===== config.mk =====
export PLATFORM = sky130hd
export DESIGN_NAME = two_wire_controller
export DESIGN_NICKNAME = d
export VERILOG_FILES = /design/src/pkg/twc_pkg.sv /design/src/design/half_timer.sv /design/src/design/line_sync.sv /design/src/design/two_wire_controller.sv
export SDC_FILE = /design/constraint.sdc
export NUM_CORES = 1
export LEC_CHECK = 0
export BUFFER_PORTS_ARGS = -buffer_cell sky130_fd_sc_hd__clkbuf_2
export CORE_ASPECT_RATIO = 0.9
export CORE_UTILIZATION = 60
export DETAILED_ROUTE_END_ITERATION = 12
export MAX_ROUTING_LAYER = met4
export PLACE_DENSITY = 0.81
export RECOVER_POWER = 100
export SETUP_SLACK_MARGIN = 0.3
export SYNTH_ARGS = -nofsm -noshare
export SYNTH_HDL_FRONTEND = slang
export SYNTH_SLANG_ARGS = --single-unit

===== constraint.sdc =====
create_clock -name hclk -period 24.7 [get_ports hclk]
set_clock_uncertainty 0.2 [all_clocks]
set_input_delay 2.47 -clock hclk [delete_from_list [all_inputs] [get_ports hclk]]
set_output_delay 2.47 -clock hclk [all_outputs]
set_load 0.05 [all_outputs]

===== src/pkg/twc_pkg.sv =====
package twc_pkg;
   localparam logic [7:0]  OFS_CMD       = 8'h00;
   localparam logic [7:0]  OFS_SETUP     = 8'h04;
   localparam logic [7:0]  OFS_INNER     = 8'h0C;
   localparam logic [7:0]  OFS_SHAPE     = 8'h10;
   localparam logic [7:0]  OFS_FLAGS     = 8'h20;
   localparam logic [7:0]  OFS_IRQ_SET   = 8'h24;
   localparam logic [7:0]  OFS_IRQ_CLR   = 8'h28;
   localparam logic [7:0]  OFS_IRQ_MAP   = 8'h2C;
   localparam logic [7:0]  OFS_RX        = 8'h30;
   localparam logic [7:0]  OFS_TX        = 8'h34;
   localparam int          CMD_START     = 0;
   localparam int          CMD_STOP      = 1;
   localparam int          CMD_ON        = 2;
   localparam int          CMD_OFF       = 3;
   localparam int          CMD_SRST      = 7;
   localparam int          SETUP_DEV_LSB = 16;
   localparam int          SETUP_RD_BIT  = 12;
   localparam int          SETUP_ISZ_LSB = 8;
   localparam int          FLAG_W        = 9;
   localparam logic [31:0] FLAGS_FIXED   = 32'h0000_0008;
   localparam logic [31:0] REG_RESET     = 32'h0000_0000;
   localparam logic [3:0]  ACK_SLOT      = 4'h8;
   localparam int          EDGE_ADD      = 3;
   localparam logic [2:0]  HSIZE_WORD    = 3'h2;

   typedef struct packed {
      logic [2:0] exp;
      logic [7:0] hi;
      logic [7:0] lo;
   } shape_t;

   typedef struct packed {
      logic [6:0] dev;
      logic       rd;
      logic [1:0] isz;
   } setup_t;

   typedef enum logic [8:0] {
      ST_IDLE  = 9'h001,
      ST_START = 9'h002,
      ST_BLOW  = 9'h004,
      ST_BHIGH = 9'h008,
      ST_RLOW  = 9'h010,
      ST_RHIGH = 9'h020,
      ST_PLOW  = 9'h040,
      ST_PHIGH = 9'h080,
      ST_PEND  = 9'h100
   } link_st_t;
endpackage : twc_pkg


===== src/design/half_timer.sv =====
`timescale 1ns/10ps
module half_timer
   import twc_pkg::*;
#(
   parameter int CNT_W = 16
) (
   input  wire logic   hclk,
   input  wire logic   hresetn,
   input  wire logic   go,
   input  wire logic   high,
   input  wire shape_t shape,
   output logic        done
);
   logic [CNT_W-1:0] cnt_q;
   logic             run_q;
   logic [CNT_W-1:0] len;

   // 255 shifted by 7 plus 3 needs 15 bits
   if (CNT_W < 16) begin : g_chk
      $error("half_timer counter too narrow");
   end

   always_comb begin
      len = (CNT_W'(high ? shape.hi : shape.lo) << shape.exp) + CNT_W'(EDGE_ADD);
   end

   always_ff @(posedge hclk or negedge hresetn) begin
      if (!hresetn) begin
         cnt_q <= '0;
         run_q <= 1'b0;
      end else if (go) begin
         cnt_q <= len - CNT_W'(1);
         run_q <= 1'b1;
      end else if (run_q) begin
         if (cnt_q == '0) begin
            run_q <= 1'b0;
         end else begin
            cnt_q <= cnt_q - CNT_W'(1);
         end
      end
   end

   assign done = run_q && (cnt_q == '0);
endmodule : half_timer


===== src/design/line_sync.sv =====
`timescale 1ns/10ps
module line_sync #(
   parameter int STAGES = 2
) (
   input  wire logic hclk,
   input  wire logic hresetn,
   input  wire logic d,
   output logic      q
);
   logic [STAGES-1:0] ff_q;

   if (STAGES < 2) begin : g_chk
      $error("line_sync needs at least two stages");
   end

   // Idle bus floats high, so reset to ones
   always_ff @(posedge hclk or negedge hresetn) begin
      if (!hresetn) begin
         ff_q <= '1;
      end else begin
         ff_q <= {ff_q[STAGES-2:0], d};
      end
   end

   assign q = ff_q[STAGES-1];
endmodule : line_sync


===== src/design/two_wire_controller.sv =====
// The implementer's own choice: the AHB-Lite register port.
`timescale 1ns/10ps
module two_wire_controller
   import twc_pkg::*;
(
   input  wire logic        hclk,
   input  wire logic        hresetn,
   input  wire logic        hsel,
   input  wire logic [7:0]  haddr,
   input  wire logic [1:0]  htrans,
   input  wire logic        hwrite,
   input  wire logic [2:0]  hsize,
   input  wire logic [31:0] hwdata,
   input  wire logic        hready,
   output logic [31:0]      hrdata,
   output logic             hreadyout,
   output logic             hresp,
   input  wire logic        scl_i,
   output logic             scl_o,
   output logic             scl_oe,
   input  wire logic        sda_i,
   output logic             sda_o,
   output logic             sda_oe,
   output logic             irq
);
   link_st_t          state_q, state_d;
   setup_t            setup_q;
   shape_t            shape_q;
   logic [23:0]       inner_q;
   logic [FLAG_W-1:0] imr_q, flags;
   logic [7:0]        thr_q, rhr_q, sh_q, adr_q;
   logic [3:0]        bit_q;
   logic [1:0]        iad_left_q;
   logic [31:0]       hrdata_q;
   logic        wr_q, srst_q, rst_n, acc, rd_acc, rd_rx, rd_fl;
   logic        wcmd, start_w, stop_w, on_w, off_w, thr_w;
   logic        on_q, off_req_q, start_pend_q, stop_pend_q, thr_full_q;
   logic        hdr_q, rx_q, rd_dev_q, mack_q, not_acknowledged_flag_hit_q, irq_q;
   logic        transfer_complete_flag_q, receive_ready_flag_q, transmit_ready_flag_q, not_acknowledged_flag_q, ovre_q, unre_q;
   logic        scl_s, sda_s, t_done, t_go, t_high, launch, fin, slot_end;
   logic        ld_iad, ld_thr, ld_rx, rep_go, stop_go, e_not_acknowledged_flag, e_unre, e_rx, e_ack;
   logic        scl_oe_q, sda_oe_q, sda_low;

   function automatic logic [7:0] iad_byte(input logic [1:0] n, input logic [23:0] a);
      unique case (n)
         2'd3:    iad_byte = a[23:16];
         2'd2:    iad_byte = a[15:8];
         default: iad_byte = a[7:0];
      endcase
   endfunction : iad_byte

   function automatic logic [31:0] reg_read(input logic [7:0] a);
      unique case (a)
         OFS_SETUP:   reg_read = 32'({setup_q.dev, 3'b000, setup_q.rd, 2'b00, setup_q.isz,
                                     8'h00});
         OFS_INNER:   reg_read = 32'(inner_q);
         OFS_SHAPE:   reg_read = 32'(shape_q);
         OFS_FLAGS:   reg_read = 32'(flags) | FLAGS_FIXED;
         OFS_IRQ_MAP: reg_read = 32'(imr_q);
         OFS_RX:      reg_read = 32'(rhr_q);
         OFS_TX:      reg_read = 32'(thr_q);
         default:     reg_read = REG_RESET;
      endcase
   endfunction : reg_read

   // Bus slave: zero wait, always OKAY
   assign acc       = hsel && htrans[1] && hready;
   assign rd_acc    = acc && !hwrite;
   assign rd_rx     = rd_acc && (haddr == OFS_RX);
   assign rd_fl     = rd_acc && (haddr == OFS_FLAGS);
   assign hreadyout = 1'b1;
   assign hresp     = 1'b0;
   assign hrdata    = hrdata_q;

   always_ff @(posedge hclk or negedge hresetn) begin
      if (!hresetn) begin
         wr_q     <= 1'b0;
         adr_q    <= 8'h00;
         hrdata_q <= REG_RESET;
      end else begin
         wr_q  <= acc && hwrite && (hsize == HSIZE_WORD);
         adr_q <= haddr;
         if (rd_acc) begin
            hrdata_q <= reg_read(haddr);
         end
      end
   end

   // Soft reset pulse; bus side survives it so the write completes
   always_ff @(posedge hclk or negedge hresetn) begin
      if (!hresetn) begin
         srst_q <= 1'b0;
      end else begin
         srst_q <= wcmd && hwdata[CMD_SRST];
      end
   end
   assign rst_n = hresetn && !srst_q;

   assign wcmd    = wr_q && (adr_q == OFS_CMD);
   assign start_w = wcmd && hwdata[CMD_START];
   assign stop_w  = wcmd && hwdata[CMD_STOP];
   assign on_w    = wcmd && hwdata[CMD_ON] && !hwdata[CMD_OFF];
   assign off_w   = wcmd && hwdata[CMD_OFF];
   assign thr_w   = wr_q && (adr_q == OFS_TX);

   always_ff @(posedge hclk or negedge rst_n) begin
      if (!rst_n) begin
         setup_q <= setup_t'(REG_RESET);
         inner_q <= 24'(REG_RESET);
         shape_q <= shape_t'(REG_RESET);
         thr_q   <= 8'(REG_RESET);
         imr_q   <= FLAG_W'(REG_RESET);
      end else if (wr_q) begin
         unique case (adr_q)
            OFS_SETUP:   setup_q <= '{dev: hwdata[SETUP_DEV_LSB +: 7],
                                      rd:  hwdata[SETUP_RD_BIT],
                                      isz: hwdata[SETUP_ISZ_LSB +: 2]};
            OFS_INNER:   inner_q <= hwdata[23:0];
            OFS_SHAPE:   shape_q <= shape_t'(hwdata[18:0]);
            OFS_TX:      thr_q   <= hwdata[7:0];
            OFS_IRQ_SET: imr_q   <= imr_q | hwdata[FLAG_W-1:0];
            OFS_IRQ_CLR: imr_q   <= imr_q & ~hwdata[FLAG_W-1:0];
            default:     ;
         endcase
      end
   end

   line_sync u_scl_sync (
      .hclk    (hclk),
      .hresetn (hresetn),
      .d       (scl_i),
      .q       (scl_s)
   );
   line_sync u_sda_sync (
      .hclk    (hclk),
      .hresetn (hresetn),
      .d       (sda_i),
      .q       (sda_s)
   );

   // Reload on every state change except into ST_IDLE; a held-low clock re-arms the high half in ST_BHIGH only
   assign t_go   = (state_d != state_q && state_d != ST_IDLE)
                || (state_q == ST_BHIGH && t_done && !scl_s);
   assign t_high = !(state_d inside {ST_BLOW, ST_RLOW, ST_PLOW});
   half_timer u_timer (
      .hclk    (hclk),
      .hresetn (rst_n),
      .go      (t_go),
      .high    (t_high),
      .shape   (shape_q),
      .done    (t_done)
   );

   assign launch   = (state_q == ST_IDLE) && on_q && !off_req_q && start_pend_q
                   && (setup_q.rd || thr_full_q);
   assign fin      = (state_q == ST_PEND) && t_done;
   assign slot_end = (state_q == ST_BHIGH) && t_done && scl_s && (bit_q == ACK_SLOT);

   always_comb begin
      state_d = state_q;
      ld_iad  = 1'b0;
      ld_thr  = 1'b0;
      ld_rx   = 1'b0;
      rep_go  = 1'b0;
      stop_go = 1'b0;
      e_not_acknowledged_flag  = 1'b0;
      e_unre  = 1'b0;
      e_rx    = 1'b0;
      e_ack   = 1'b0;
      unique case (state_q)
         ST_IDLE:  if (launch) state_d = ST_START;
         ST_START: if (t_done) state_d = ST_BLOW;
         ST_BLOW:  if (t_done) state_d = ST_BHIGH;
         ST_RLOW:  if (t_done) state_d = ST_RHIGH;
         ST_RHIGH: if (t_done) state_d = ST_START;
         ST_PLOW:  if (t_done) state_d = ST_PHIGH;
         ST_PHIGH: if (t_done) state_d = ST_PEND;
         ST_PEND:  if (t_done) state_d = ST_IDLE;
         ST_BHIGH: begin
            if (t_done && scl_s && bit_q != ACK_SLOT) begin
               state_d = ST_BLOW;
            end else if (slot_end) begin
               if (rx_q) begin
                  e_rx    = 1'b1;
                  stop_go = mack_q == 1'b0;
                  ld_rx   = mack_q;
               end else if (sda_s) begin
                  e_not_acknowledged_flag  = 1'b1;
                  stop_go = 1'b1;
               end else if (hdr_q && iad_left_q != 2'd0) begin
                  ld_iad = 1'b1;
               end else if (hdr_q && setup_q.rd && !rd_dev_q) begin
                  rep_go = 1'b1;
               end else if (hdr_q && setup_q.rd) begin
                  ld_rx = 1'b1;
               end else begin
                  e_ack = !hdr_q;
                  // Header end ignores stop so start+stop still sends one byte
                  if (stop_pend_q && !hdr_q) begin
                     stop_go = 1'b1;
                  end else if (thr_full_q) begin
                     ld_thr = 1'b1;
                  end else begin
                     e_unre  = 1'b1;
                     stop_go = 1'b1;
                  end
               end
               state_d = stop_go ? ST_PLOW : (rep_go ? ST_RLOW : ST_BLOW);
            end
         end
      endcase
   end

   always_ff @(posedge hclk or negedge rst_n) begin
      if (!rst_n) begin
         state_q <= ST_IDLE;
      end else begin
         state_q <= state_d;
      end
   end

   // Byte engine
   always_ff @(posedge hclk or negedge rst_n) begin
      if (!rst_n) begin
         sh_q       <= 8'h00;
         bit_q      <= 4'h0;
         hdr_q      <= 1'b0;
         rx_q       <= 1'b0;
         rd_dev_q   <= 1'b0;
         mack_q     <= 1'b0;
         iad_left_q <= 2'd0;
         rhr_q      <= 8'(REG_RESET);
      end else begin
         if (launch) begin
            sh_q       <= {setup_q.dev, setup_q.rd && setup_q.isz == 2'd0};
            rd_dev_q   <= setup_q.rd && setup_q.isz == 2'd0;
            iad_left_q <= setup_q.isz;
            bit_q      <= 4'h0;
            hdr_q      <= 1'b1;
            rx_q       <= 1'b0;
         end else if (rep_go) begin
            sh_q     <= {setup_q.dev, 1'b1};
            rd_dev_q <= 1'b1;
            bit_q    <= 4'h0;
         end else if (ld_iad) begin
            sh_q       <= iad_byte(iad_left_q, inner_q);
            iad_left_q <= iad_left_q - 2'd1;
            bit_q      <= 4'h0;
         end else if (ld_thr) begin
            sh_q  <= thr_q;
            hdr_q <= 1'b0;
            bit_q <= 4'h0;
         end else if (ld_rx) begin
            sh_q  <= 8'hFF;
            hdr_q <= 1'b0;
            rx_q  <= 1'b1;
            bit_q <= 4'h0;
         end else if (state_q == ST_BHIGH && t_done && scl_s && bit_q != ACK_SLOT) begin
            sh_q  <= {sh_q[6:0], sda_s};
            bit_q <= bit_q + 4'h1;
            // Ack choice frozen here so a late stop cannot glitch the slot
            mack_q <= rx_q && !stop_pend_q;
         end
         if (e_rx) begin
            rhr_q <= sh_q;
         end
      end
   end

   // Command and holding state
   always_ff @(posedge hclk or negedge rst_n) begin
      if (!rst_n) begin
         on_q         <= 1'b0;
         off_req_q    <= 1'b0;
         start_pend_q <= 1'b0;
         stop_pend_q  <= 1'b0;
         thr_full_q   <= 1'b0;
         not_acknowledged_flag_hit_q   <= 1'b0;
      end else begin
         if (on_w) begin
            on_q <= 1'b1;
         end else if (off_req_q && state_q == ST_IDLE) begin
            on_q <= 1'b0;
         end
         off_req_q    <= off_w || (off_req_q && !on_w && state_q != ST_IDLE);
         start_pend_q <= start_w || (start_pend_q && !launch);
         stop_pend_q  <= stop_w || (stop_pend_q && !fin);
         thr_full_q   <= thr_w || (thr_full_q && !ld_thr);
         not_acknowledged_flag_hit_q   <= e_not_acknowledged_flag || (not_acknowledged_flag_hit_q && !fin);
      end
   end

   // Status flags: a set in the same cycle as a clear wins
   always_ff @(posedge hclk or negedge rst_n) begin
      if (!rst_n) begin
         transfer_complete_flag_q <= 1'b0;
         receive_ready_flag_q  <= 1'b0;
         transmit_ready_flag_q  <= 1'b0;
         not_acknowledged_flag_q   <= 1'b0;
         ovre_q   <= 1'b0;
         unre_q   <= 1'b0;
      end else begin
         transfer_complete_flag_q <= fin || on_w || (transfer_complete_flag_q && !launch);
         receive_ready_flag_q  <= e_rx || (receive_ready_flag_q && !rd_rx);
         transmit_ready_flag_q  <= e_ack || ld_thr || on_w || (fin && not_acknowledged_flag_hit_q)
                  || (transmit_ready_flag_q && !thr_w);
         not_acknowledged_flag_q   <= (fin && not_acknowledged_flag_hit_q) || (not_acknowledged_flag_q && !rd_fl);
         ovre_q   <= (e_rx && receive_ready_flag_q) || (ovre_q && !(rd_fl && transfer_complete_flag_q));
         unre_q   <= e_unre || (unre_q && !(rd_fl && transfer_complete_flag_q));
      end
   end

   assign flags = {not_acknowledged_flag_q, unre_q, ovre_q, 3'b000, transmit_ready_flag_q, receive_ready_flag_q, transfer_complete_flag_q};

   always_ff @(posedge hclk or negedge rst_n) begin
      if (!rst_n) begin
         irq_q <= 1'b0;
      end else begin
         irq_q <= |(flags & imr_q);
      end
   end
   assign irq = irq_q;

   // Clock falls on the state edge, data follows one cycle later
   always_comb begin
      sda_low = 1'b0;
      unique case (state_q)
         ST_START, ST_PLOW, ST_PHIGH: sda_low = 1'b1;
         ST_BLOW, ST_BHIGH:
            sda_low = (bit_q == ACK_SLOT) ? mack_q : (!rx_q && !sh_q[7]);
         default: sda_low = 1'b0;
      endcase
   end

   always_ff @(posedge hclk or negedge rst_n) begin
      if (!rst_n) begin
         scl_oe_q <= 1'b0;
         sda_oe_q <= 1'b0;
      end else begin
         scl_oe_q <= state_d inside {ST_BLOW, ST_RLOW, ST_PLOW};
         sda_oe_q <= sda_low;
      end
   end

   // Open drain: only ever pull low
   assign scl_o  = 1'b0;
   assign sda_o  = 1'b0;
   assign scl_oe = scl_oe_q;
   assign sda_oe = sda_oe_q;
endmodule : two_wire_controller


==> results of run 1 <==
-- metal layers --
metal	vias to the layer above	track usage, %	wire, um
met5	-	-	0
met1	3892	44.2	10700
li1	3529	-	-
met2	381	49.8	11600
met4	0	12.5	614
met3	54	6.56	1870
-- power breakdown --
part	switching, W	internal (W)
Clock	0.000121	0.000157
Combinational	0.0000242	0.0000121
Sequential	0.00000732	0.000292
Total	0.000152	0.000461
-- cell usage after synthesis (all sizes together), types with 11 or more instances --
master / count / area, sq um
xor2: 15 / 131
clkbuf: 35 / 131
inv: 22 / 87.6
a21o: 14 / 105
nor3: 20 / 116
a21oi: 51 / 259
nor4: 14 / 109
mux2i: 29 / 294
and2: 11 / 68.8
a22oi: 24 / 180
nand2: 97 / 364
nor2: 84 / 315
o21ai: 54 / 282
xnor2: 12 / 105
a31oi: 16 / 100
buf: 21 / 146
dfrtp: 170 / 4250
nand4: 13 / 81.3
mux2: 79 / 893
nand3: 25 / 125
or3: 14 / 87.6
-- worst max path at each step --
stage	start	slack, ns	end
detailed placement	hresetn	19.55	u_timer.cnt_q[11]$_DFFE_PN0P_
global placement	hresetn	19.58	u_timer.cnt_q[11]$_DFFE_PN0P_
CTS	state_q[1]$_DFF_PN0_	19.53	u_timer.cnt_q[11]$_DFFE_PN0P_
floorplan	hresetn	13.57	async pin
global route	hresetn	12.49	setup_q[0]$_DFFE_PN0P_
finish	hresetn	14.19	u_timer.cnt_q[14]$_DFFE_PN0P_
-- cells in the final DEF, fill, tap and decap left out, types with 6 or more instances in the layout --
master | netlist | routed
inv_1 | 21 | 21
nor2_1 | 84 | 84
a22oi_1 | 24 | 24
or3_1 | 14 | 14
nor4_1 | 12 | 14
conb_1 | 2 | 12
nand3_1 | 25 | 25
and2_1 | 10 | 8
nand4_1 | 13 | 13
a22o_1 | 10 | 10
and3_1 | 10 | 10
o21ai_0 | 52 | 52
dfrtp_1 | 170 | 170
xnor2_1 | 12 | 12
ha_1 | 8 | 8
xor2_1 | 15 | 15
a21oi_1 | 50 | 51
nand2_1 | 97 | 97
clkbuf_16 | 0 | 17
o31ai_1 | 6 | 6
nor3_1 | 18 | 18
a31oi_1 | 16 | 16
clkbuf_2 | 0 | 12
clkbuf_1 | 35 | 62
nor3b_1 | 6 | 6
mux2i_1 | 28 | 29
mux2_2 | 77 | 75
a21o_1 | 14 | 14
-- stage by stage --
| stage | utilization (%) | worst slack, ns | cell area [sq um] | std cells |
|---|---|---|---|---|
| final | 67.2 | 14.19 | 10400 | 1212 |
| after global routing | 67.2 | 12.49 | 10400 | 1212 |
| after CTS | 68.2 | 19.53 | 10500 | 1211 |
| after detailed placement | 64.3 | 19.55 | 9930 | 1179 |
| after global placement | 64.3 | 19.58 | 9930 | 1179 |
| after floorplan | - | 13.57 | 9550 | 958 |
-- kinds of logic after synthesis --
| logic type | count (synthesis) |
|---|---|
| simple gates | 333 |
| compound gates | 211 |
| flops | 175 |
| mux | 113 |
| buf+inv | 79 |
| xor+xnor | 27 |
| fa+ha+maj | 8 |
| other cells | 2 |
-- registers in the layout, indices dropped and copies added (netlist names), 2 cells and up, named ones only --
signal and flops:
hrdata 24, inner_q 24, shape_q 19, u_timer.cnt_q 16, setup_q 10, state_q 9
adr_q 8, rhr_q 8, sh_q 8, thr_q 8, bit_q 4, iad_left_q 2
u_scl_sync.ff_q 2, u_sda_sync.ff_q 2
-- final cells by class --
cell class | count | area, sq um | share of cell area (%)
Inverter | 23 | 87.6 | 0.845
Tap cell | 202 | 253 | 2.44
Sequential cell | 175 | 4390 | 42.3
Timing Repair Buffer | 75 | 304 | 2.93
Multi-Input combinational cell | 704 | 4740 | 45.7
Antenna cell | 1 | 2.50 | 0.0241
Clock inverter | 12 | 144 | 1.39
Clock buffer | 20 | 457 | 4.40
==> impl_metrics.env, run 1 <==
export IMPL_cts_path_max_buffers=2
export IMPL_total_power_w=0.000614
export IMPL_crit_chain="clkbuf_2, clkbuf_1, nor2b_2, clkbuf_1, clkbuf_1"
export IMPL_hold_viol=0
export IMPL_cpMostUsedCell="clkbuf_1"
export IMPL_power_leakage_nw=4.66
export IMPL_fmax_ghz=0.0952
export IMPL_synth_edf_count=0
export IMPL_crit_cells=5
export IMPL_synthesis_area_sq_um=9510
export IMPL_holdPathStages=0
export IMPL_cts_resized=0
export IMPL_gr_total_overflow=0
export IMPL_postSynthCellCount=948
export IMPL_grt_total_usage_pct=33.0
export IMPL_start_util_pct=61.6
export IMPL_drc_errors=0
export IMPL_gp_congestion=0.927
export IMPL_synth_seq_area_share_pct=46.1
export IMPL_rsz0062_at_grt="no"
export IMPL_cpLargestDelayFamily="buffers and inverters"
export IMPL_synth_area_per_cell_sq_um=10.0
export IMPL_synth_xor_area_share_pct=2.49
export IMPL_firstDrtPassIters=8
export IMPL_dp_hpwl_um=17200
export IMPL_cts_max_level=4
export IMPL_ios=91
export IMPL_crit_slowest_cell="clkbuf_1"
export IMPL_grt_max_degree=70
export IMPL_synth_area_mux_share_pct=13.7
export IMPL_wirelength_um=24800
export IMPL_outcome="finished with violations"
export IMPL_slew_headroom_pct=-154
export IMPL_holdBufCountCts=0
export IMPL_worst_r2r_endpoint="u_timer.cnt_q[9]$_DFFE_PN0P_"
export IMPL_min_path_type="flop to flop"
export IMPL_synth_distinct_cells=83
export IMPL_tightest_slew_ns=3.82
export IMPL_fin_crit_ns=10.51
export IMPL_rows=43
export IMPL_finalSetupViolations=0
export IMPL_cts_tree="done"
export IMPL_post_cts_setup_buffers=0
export IMPL_cts_sinks=175
export IMPL_drt_iter0_markers=818
export IMPL_cts_root_buf="clkbuf_16"
export IMPL_syn_to_final_growth_pct=8.98
export IMPL_cpPeakStageDelay_ns=2.70
export IMPL_route_antenna_remaining_nets=0
export IMPL_yosysWarnings=0
export IMPL_yosys_register_bits=175
export IMPL_yosys_area_share_adder_pct=1.05
export IMPL_clkLatencyLatePin_ns=0.44
export IMPL_cp_data_required_time_ns=24.23
export IMPL_rr_startpoint="u_timer.cnt_q[7]$_DFFE_PN0P_"
export IMPL_routedWlPerCell_um=20.5
export IMPL_cp_arrival_ns=10.04
export IMPL_clk_pin_slew_ns=0.06
export IMPL_die_x_um=135
export IMPL_violations="capacitance limit, slew limit"
export IMPL_fin_crit_sh_pct=42.5
export IMPL_synthArstFlopShare_pct=100
export IMPL_synth_compound_area_share_pct=14.6
export IMPL_start_kind="input pin"
export IMPL_finalSetupTns_ns=0
export IMPL_grt_pass1_vias=7509
export IMPL_path_class="input pin to async pin"
export IMPL_slew_violations=180
export IMPL_crit_path_end_kind="async pin"
export IMPL_min_to="u_scl_sync.ff_q[1]$_DFF_PN1_"
export IMPL_coreArea_sq_um=15400
export IMPL_antenna_found_initial=1
export IMPL_vias_per_cell=6.48
export IMPL_grt_first_pass_wirelength_um=39800
export IMPL_nNetsFinal=1056
export IMPL_crit_buf_inv=4
export IMPL_die_y_um=121
export IMPL_reg2reg_slack_ns=17.82
export IMPL_ff2ff_path_depth=17
export IMPL_synth_flop_cell="dfrtp_1"
export IMPL_drive_above_1_share_pct=14.7
export IMPL_ir_worst_vdd_v=0.0000552
export IMPL_vias=7856
export IMPL_synth_simple_area_share_pct=18.1
export IMPL_port_buffers=69
export IMPL_dieArea_sq_um=16400
export IMPL_synth_top_family_by_area="simple AND/OR/NAND/NOR gates"
export IMPL_fillers=1227
export IMPL_numCtsBuffers=17
export IMPL_powerDensity_nw_per_um2=59.2
export IMPL_hold_start="u_scl_sync.ff_q[0]$_DFF_PN1_"
export IMPL_timing_hold_ws_ns=0.160
export IMPL_drv_cap=3
export IMPL_crit_fanout=69
No activity file was read; power rests on OpenSTA's default activity.
==> run 2: changes to the inputs <==
Clock period 24.7 ns to 10.3 ns, I/O delays scaled along.
==> run 2 against run 1 <==
Effect of this change:
- the flow still finishes with violations (capacitance limit, slew limit)
- die area unchanged
- via count down 0.11%
- first-iteration DRC count up 7.7%
- sequential power up 140%
- hold slack better by 0.00075 ns
- core utilization about the same
- sequential cell count unchanged
- non-clock buffer count unchanged
- count of clock-buffer cells in the layout down 3
- critical path depth up 12
- critical path type is now flop to flop
- largest power group unchanged
- highest routed layer unchanged
==> impl_metrics.env, run 2 (synthesis results as in run 1) <==
export IMPL_outcome="finished with violations"
export IMPL_violations="capacitance limit, slew limit"
export IMPL_ir_worst_vdd_v=0.000126
export IMPL_crit_path_end_kind="flop"
export IMPL_slew_headroom_pct=-151
export IMPL_endpoint="u_timer.cnt_q[9]$_DFFE_PN0P_"
export IMPL_vias_per_cell=6.48
export IMPL_path_class="flop to flop"
export IMPL_syn_to_final_growth_pct=8.97
export IMPL_placed_area_sq_um=9930
export IMPL_multi_input_area_sq_um=4750
export IMPL_drv_cap=3
export IMPL_nNetsFinal=1056
export IMPL_layout_setup_ws_ns=3.40
export IMPL_finalSetupTns_ns=0
export IMPL_grt_total_usage_pct=32.4
export IMPL_start_kind="flop"
export IMPL_vias=7847
export IMPL_routedWlPerCell_um=20.1
export IMPL_powerDensity_nw_per_um2=138
export IMPL_cp_arrival_ns=6.99
export IMPL_cts_max_level=4
export IMPL_drt_iter0_markers=881
export IMPL_fmax_ghz=0.145
export IMPL_fillers=1204
export IMPL_slew_violations=135
export IMPL_port_buffers=69
export IMPL_crit_start="u_timer.cnt_q[6]$_DFFE_PN0P_"
export IMPL_gp_congestion=0.912
export IMPL_rows=43
export IMPL_wirelength_um=24400
export IMPL_cts_root_buf="clkbuf_16"
export IMPL_clk_pin_slew_ns=0.07
export IMPL_cp_data_required_time_ns=10.38
export IMPL_die_y_um=121
export IMPL_hold_viol=0
export IMPL_cts_path_max_buffers=2
export IMPL_drive_above_1_share_pct=17.0
export IMPL_dp_hpwl_um=16900
export IMPL_fin_crit_sh_pct=67.0
export IMPL_diodes=0
export IMPL_grt_max_degree=70
export IMPL_gr_total_overflow=0
export IMPL_min_path_type="flop to flop"
export IMPL_tightest_slew_ns=3.76
export IMPL_firstDrtPassIters=5
export IMPL_start_util_pct=61.6
export IMPL_grt_pass1_vias=7442
export IMPL_antenna_found_initial=0
export IMPL_coreArea_sq_um=15400
export IMPL_holdBufCountCts=0
export IMPL_final_common_cell="dfrtp_1"
export IMPL_regArea_sq_um=4390
export IMPL_finalSetupViolations=0
export IMPL_post_route_util_pct=67.1
export IMPL_ff2ff_path_depth=17
export IMPL_ios=91
export IMPL_cts_tree="done"
export IMPL_post_cts_setup_buffers=0
export IMPL_crit_fanout=14
export IMPL_reg2reg_slack_ns=3.40
export IMPL_fin_crit_ns=6.90
export IMPL_grt_first_pass_wirelength_um=39300
export IMPL_drc_errors=0
export IMPL_cts_sinks=175
export IMPL_die_x_um=135
export IMPL_rr_startpoint="u_timer.cnt_q[6]$_DFFE_PN0P_"
export IMPL_dp_slack_ns=5.20
export IMPL_worst_r2r_endpoint="u_timer.cnt_q[9]$_DFFE_PN0P_"
export IMPL_rsz0062_at_grt="no"
export IMPL_route_antenna_remaining_nets=0
export IMPL_final_area_sq_um=10400
export IMPL_clkLatencyLatePin_ns=0.44
export IMPL_cts_resized=0
export IMPL_power_leakage_nw=4.71
export IMPL_dieArea_sq_um=16400
export IMPL_layout_cells_most_common_list="dfrtp_1, nand2_1, nor2_1"
export IMPL_numCtsBuffers=17
run 2: changes by cell type in the layout (fill, tap and decap cells not counted), sizes merged:
cell,before,now
buf,2,1
bufinv,2,0
clkbuf,93,91
clkinv,3,5
diode,1,0
inv,28,31
run 2: per-stage QoR:
stage / power (W) / hold WS, ns / instances
final: 0.00143 / 0.161 / 1211
after global routing: 0.00147 / 0.164 / 1211
after CTS: 0.00144 / 0.162 / 1211
after detailed placement: 0.000819 / 0.149 / 1179
after global placement: 0.000816 / 0.150 / 1179
after floorplan: 0.000787 / 0.145 / 958
run 2: final cells by class:
type / instances / area share [%]
Multi-Input combinational cell: 704 / 45.8
Inverter: 23 / 0.845
Clock buffer: 17 / 4.10
Clock inverter: 15 / 1.33
Timing Repair Buffer: 75 / 3.16
Tap cell: 202 / 2.44
Sequential cell: 175 / 42.3
run 2: worst min-delay path by stage:
stage / from / slack [ns] / depth (start not counted) / endpoint
3_5_place_dp: u_sda_sync.ff_q[0]$_DFF_PN1_ / 0.15 / 0 / u_sda_sync.ff_q[1]$_DFF_PN1_
5_1_grt: u_scl_sync.ff_q[0]$_DFF_PN1_ / 0.16 / 0 / u_scl_sync.ff_q[1]$_DFF_PN1_
4_1_cts: u_sda_sync.ff_q[0]$_DFF_PN1_ / 0.16 / 0 / u_sda_sync.ff_q[1]$_DFF_PN1_
6_report: u_sda_sync.ff_q[0]$_DFF_PN1_ / 0.16 / 0 / u_sda_sync.ff_q[1]$_DFF_PN1_
3_3_place_gp: u_sda_sync.ff_q[0]$_DFF_PN1_ / 0.15 / 0 / u_sda_sync.ff_q[1]$_DFF_PN1_
2_1_floorplan: u_scl_sync.ff_q[0]$_DFF_PN1_ / 0.15 / 0 / u_scl_sync.ff_q[1]$_DFF_PN1_
run 2: power by group:
part	total [W]	leakage (nW)	switching, W	internal, W
sequential	0.000718	2.25	0.0000178	0.000701
combinational	0.0000879	2.18	0.0000575	0.0000305
clock	0.000626	0.278	0.000306	0.000320
run 2: layer usage:
| layer | vias up | part of all wire [%] | track usage [%] | wire length [um] |
|---|---|---|---|---|
| met5 | - | 0 | - | 0 |
| met4 | 0 | 3.1 | 13.3 | 748 |
| met3 | 63 | 8.9 | 7.56 | 2170 |
| met2 | 394 | 46 | 48.6 | 11100 |
| met1 | 3859 | 42 | 42.6 | 10300 |
| li1 | 3531 | - | - | - |
run 2: worst max-delay path, cell delays in order, from the launching register on:
cell and delay [ns]:
dfrtp_1 0.43, nor4_1 0.86, or3b_1 0.47, nor4_1 0.97
nand2b_2 0.15, nand3b_1 0.17, mux2i_2 0.09, o21ai_0 0.64
clkinvlp_2 0.82, o211a_1 0.48, a21oi_1 0.25, and2_0 0.23
ha_1 0.28, and4_1 0.22, o21a_1 0.14, nand4_1 0.10
xnor2_1 0.16, mux2i_1 0.08
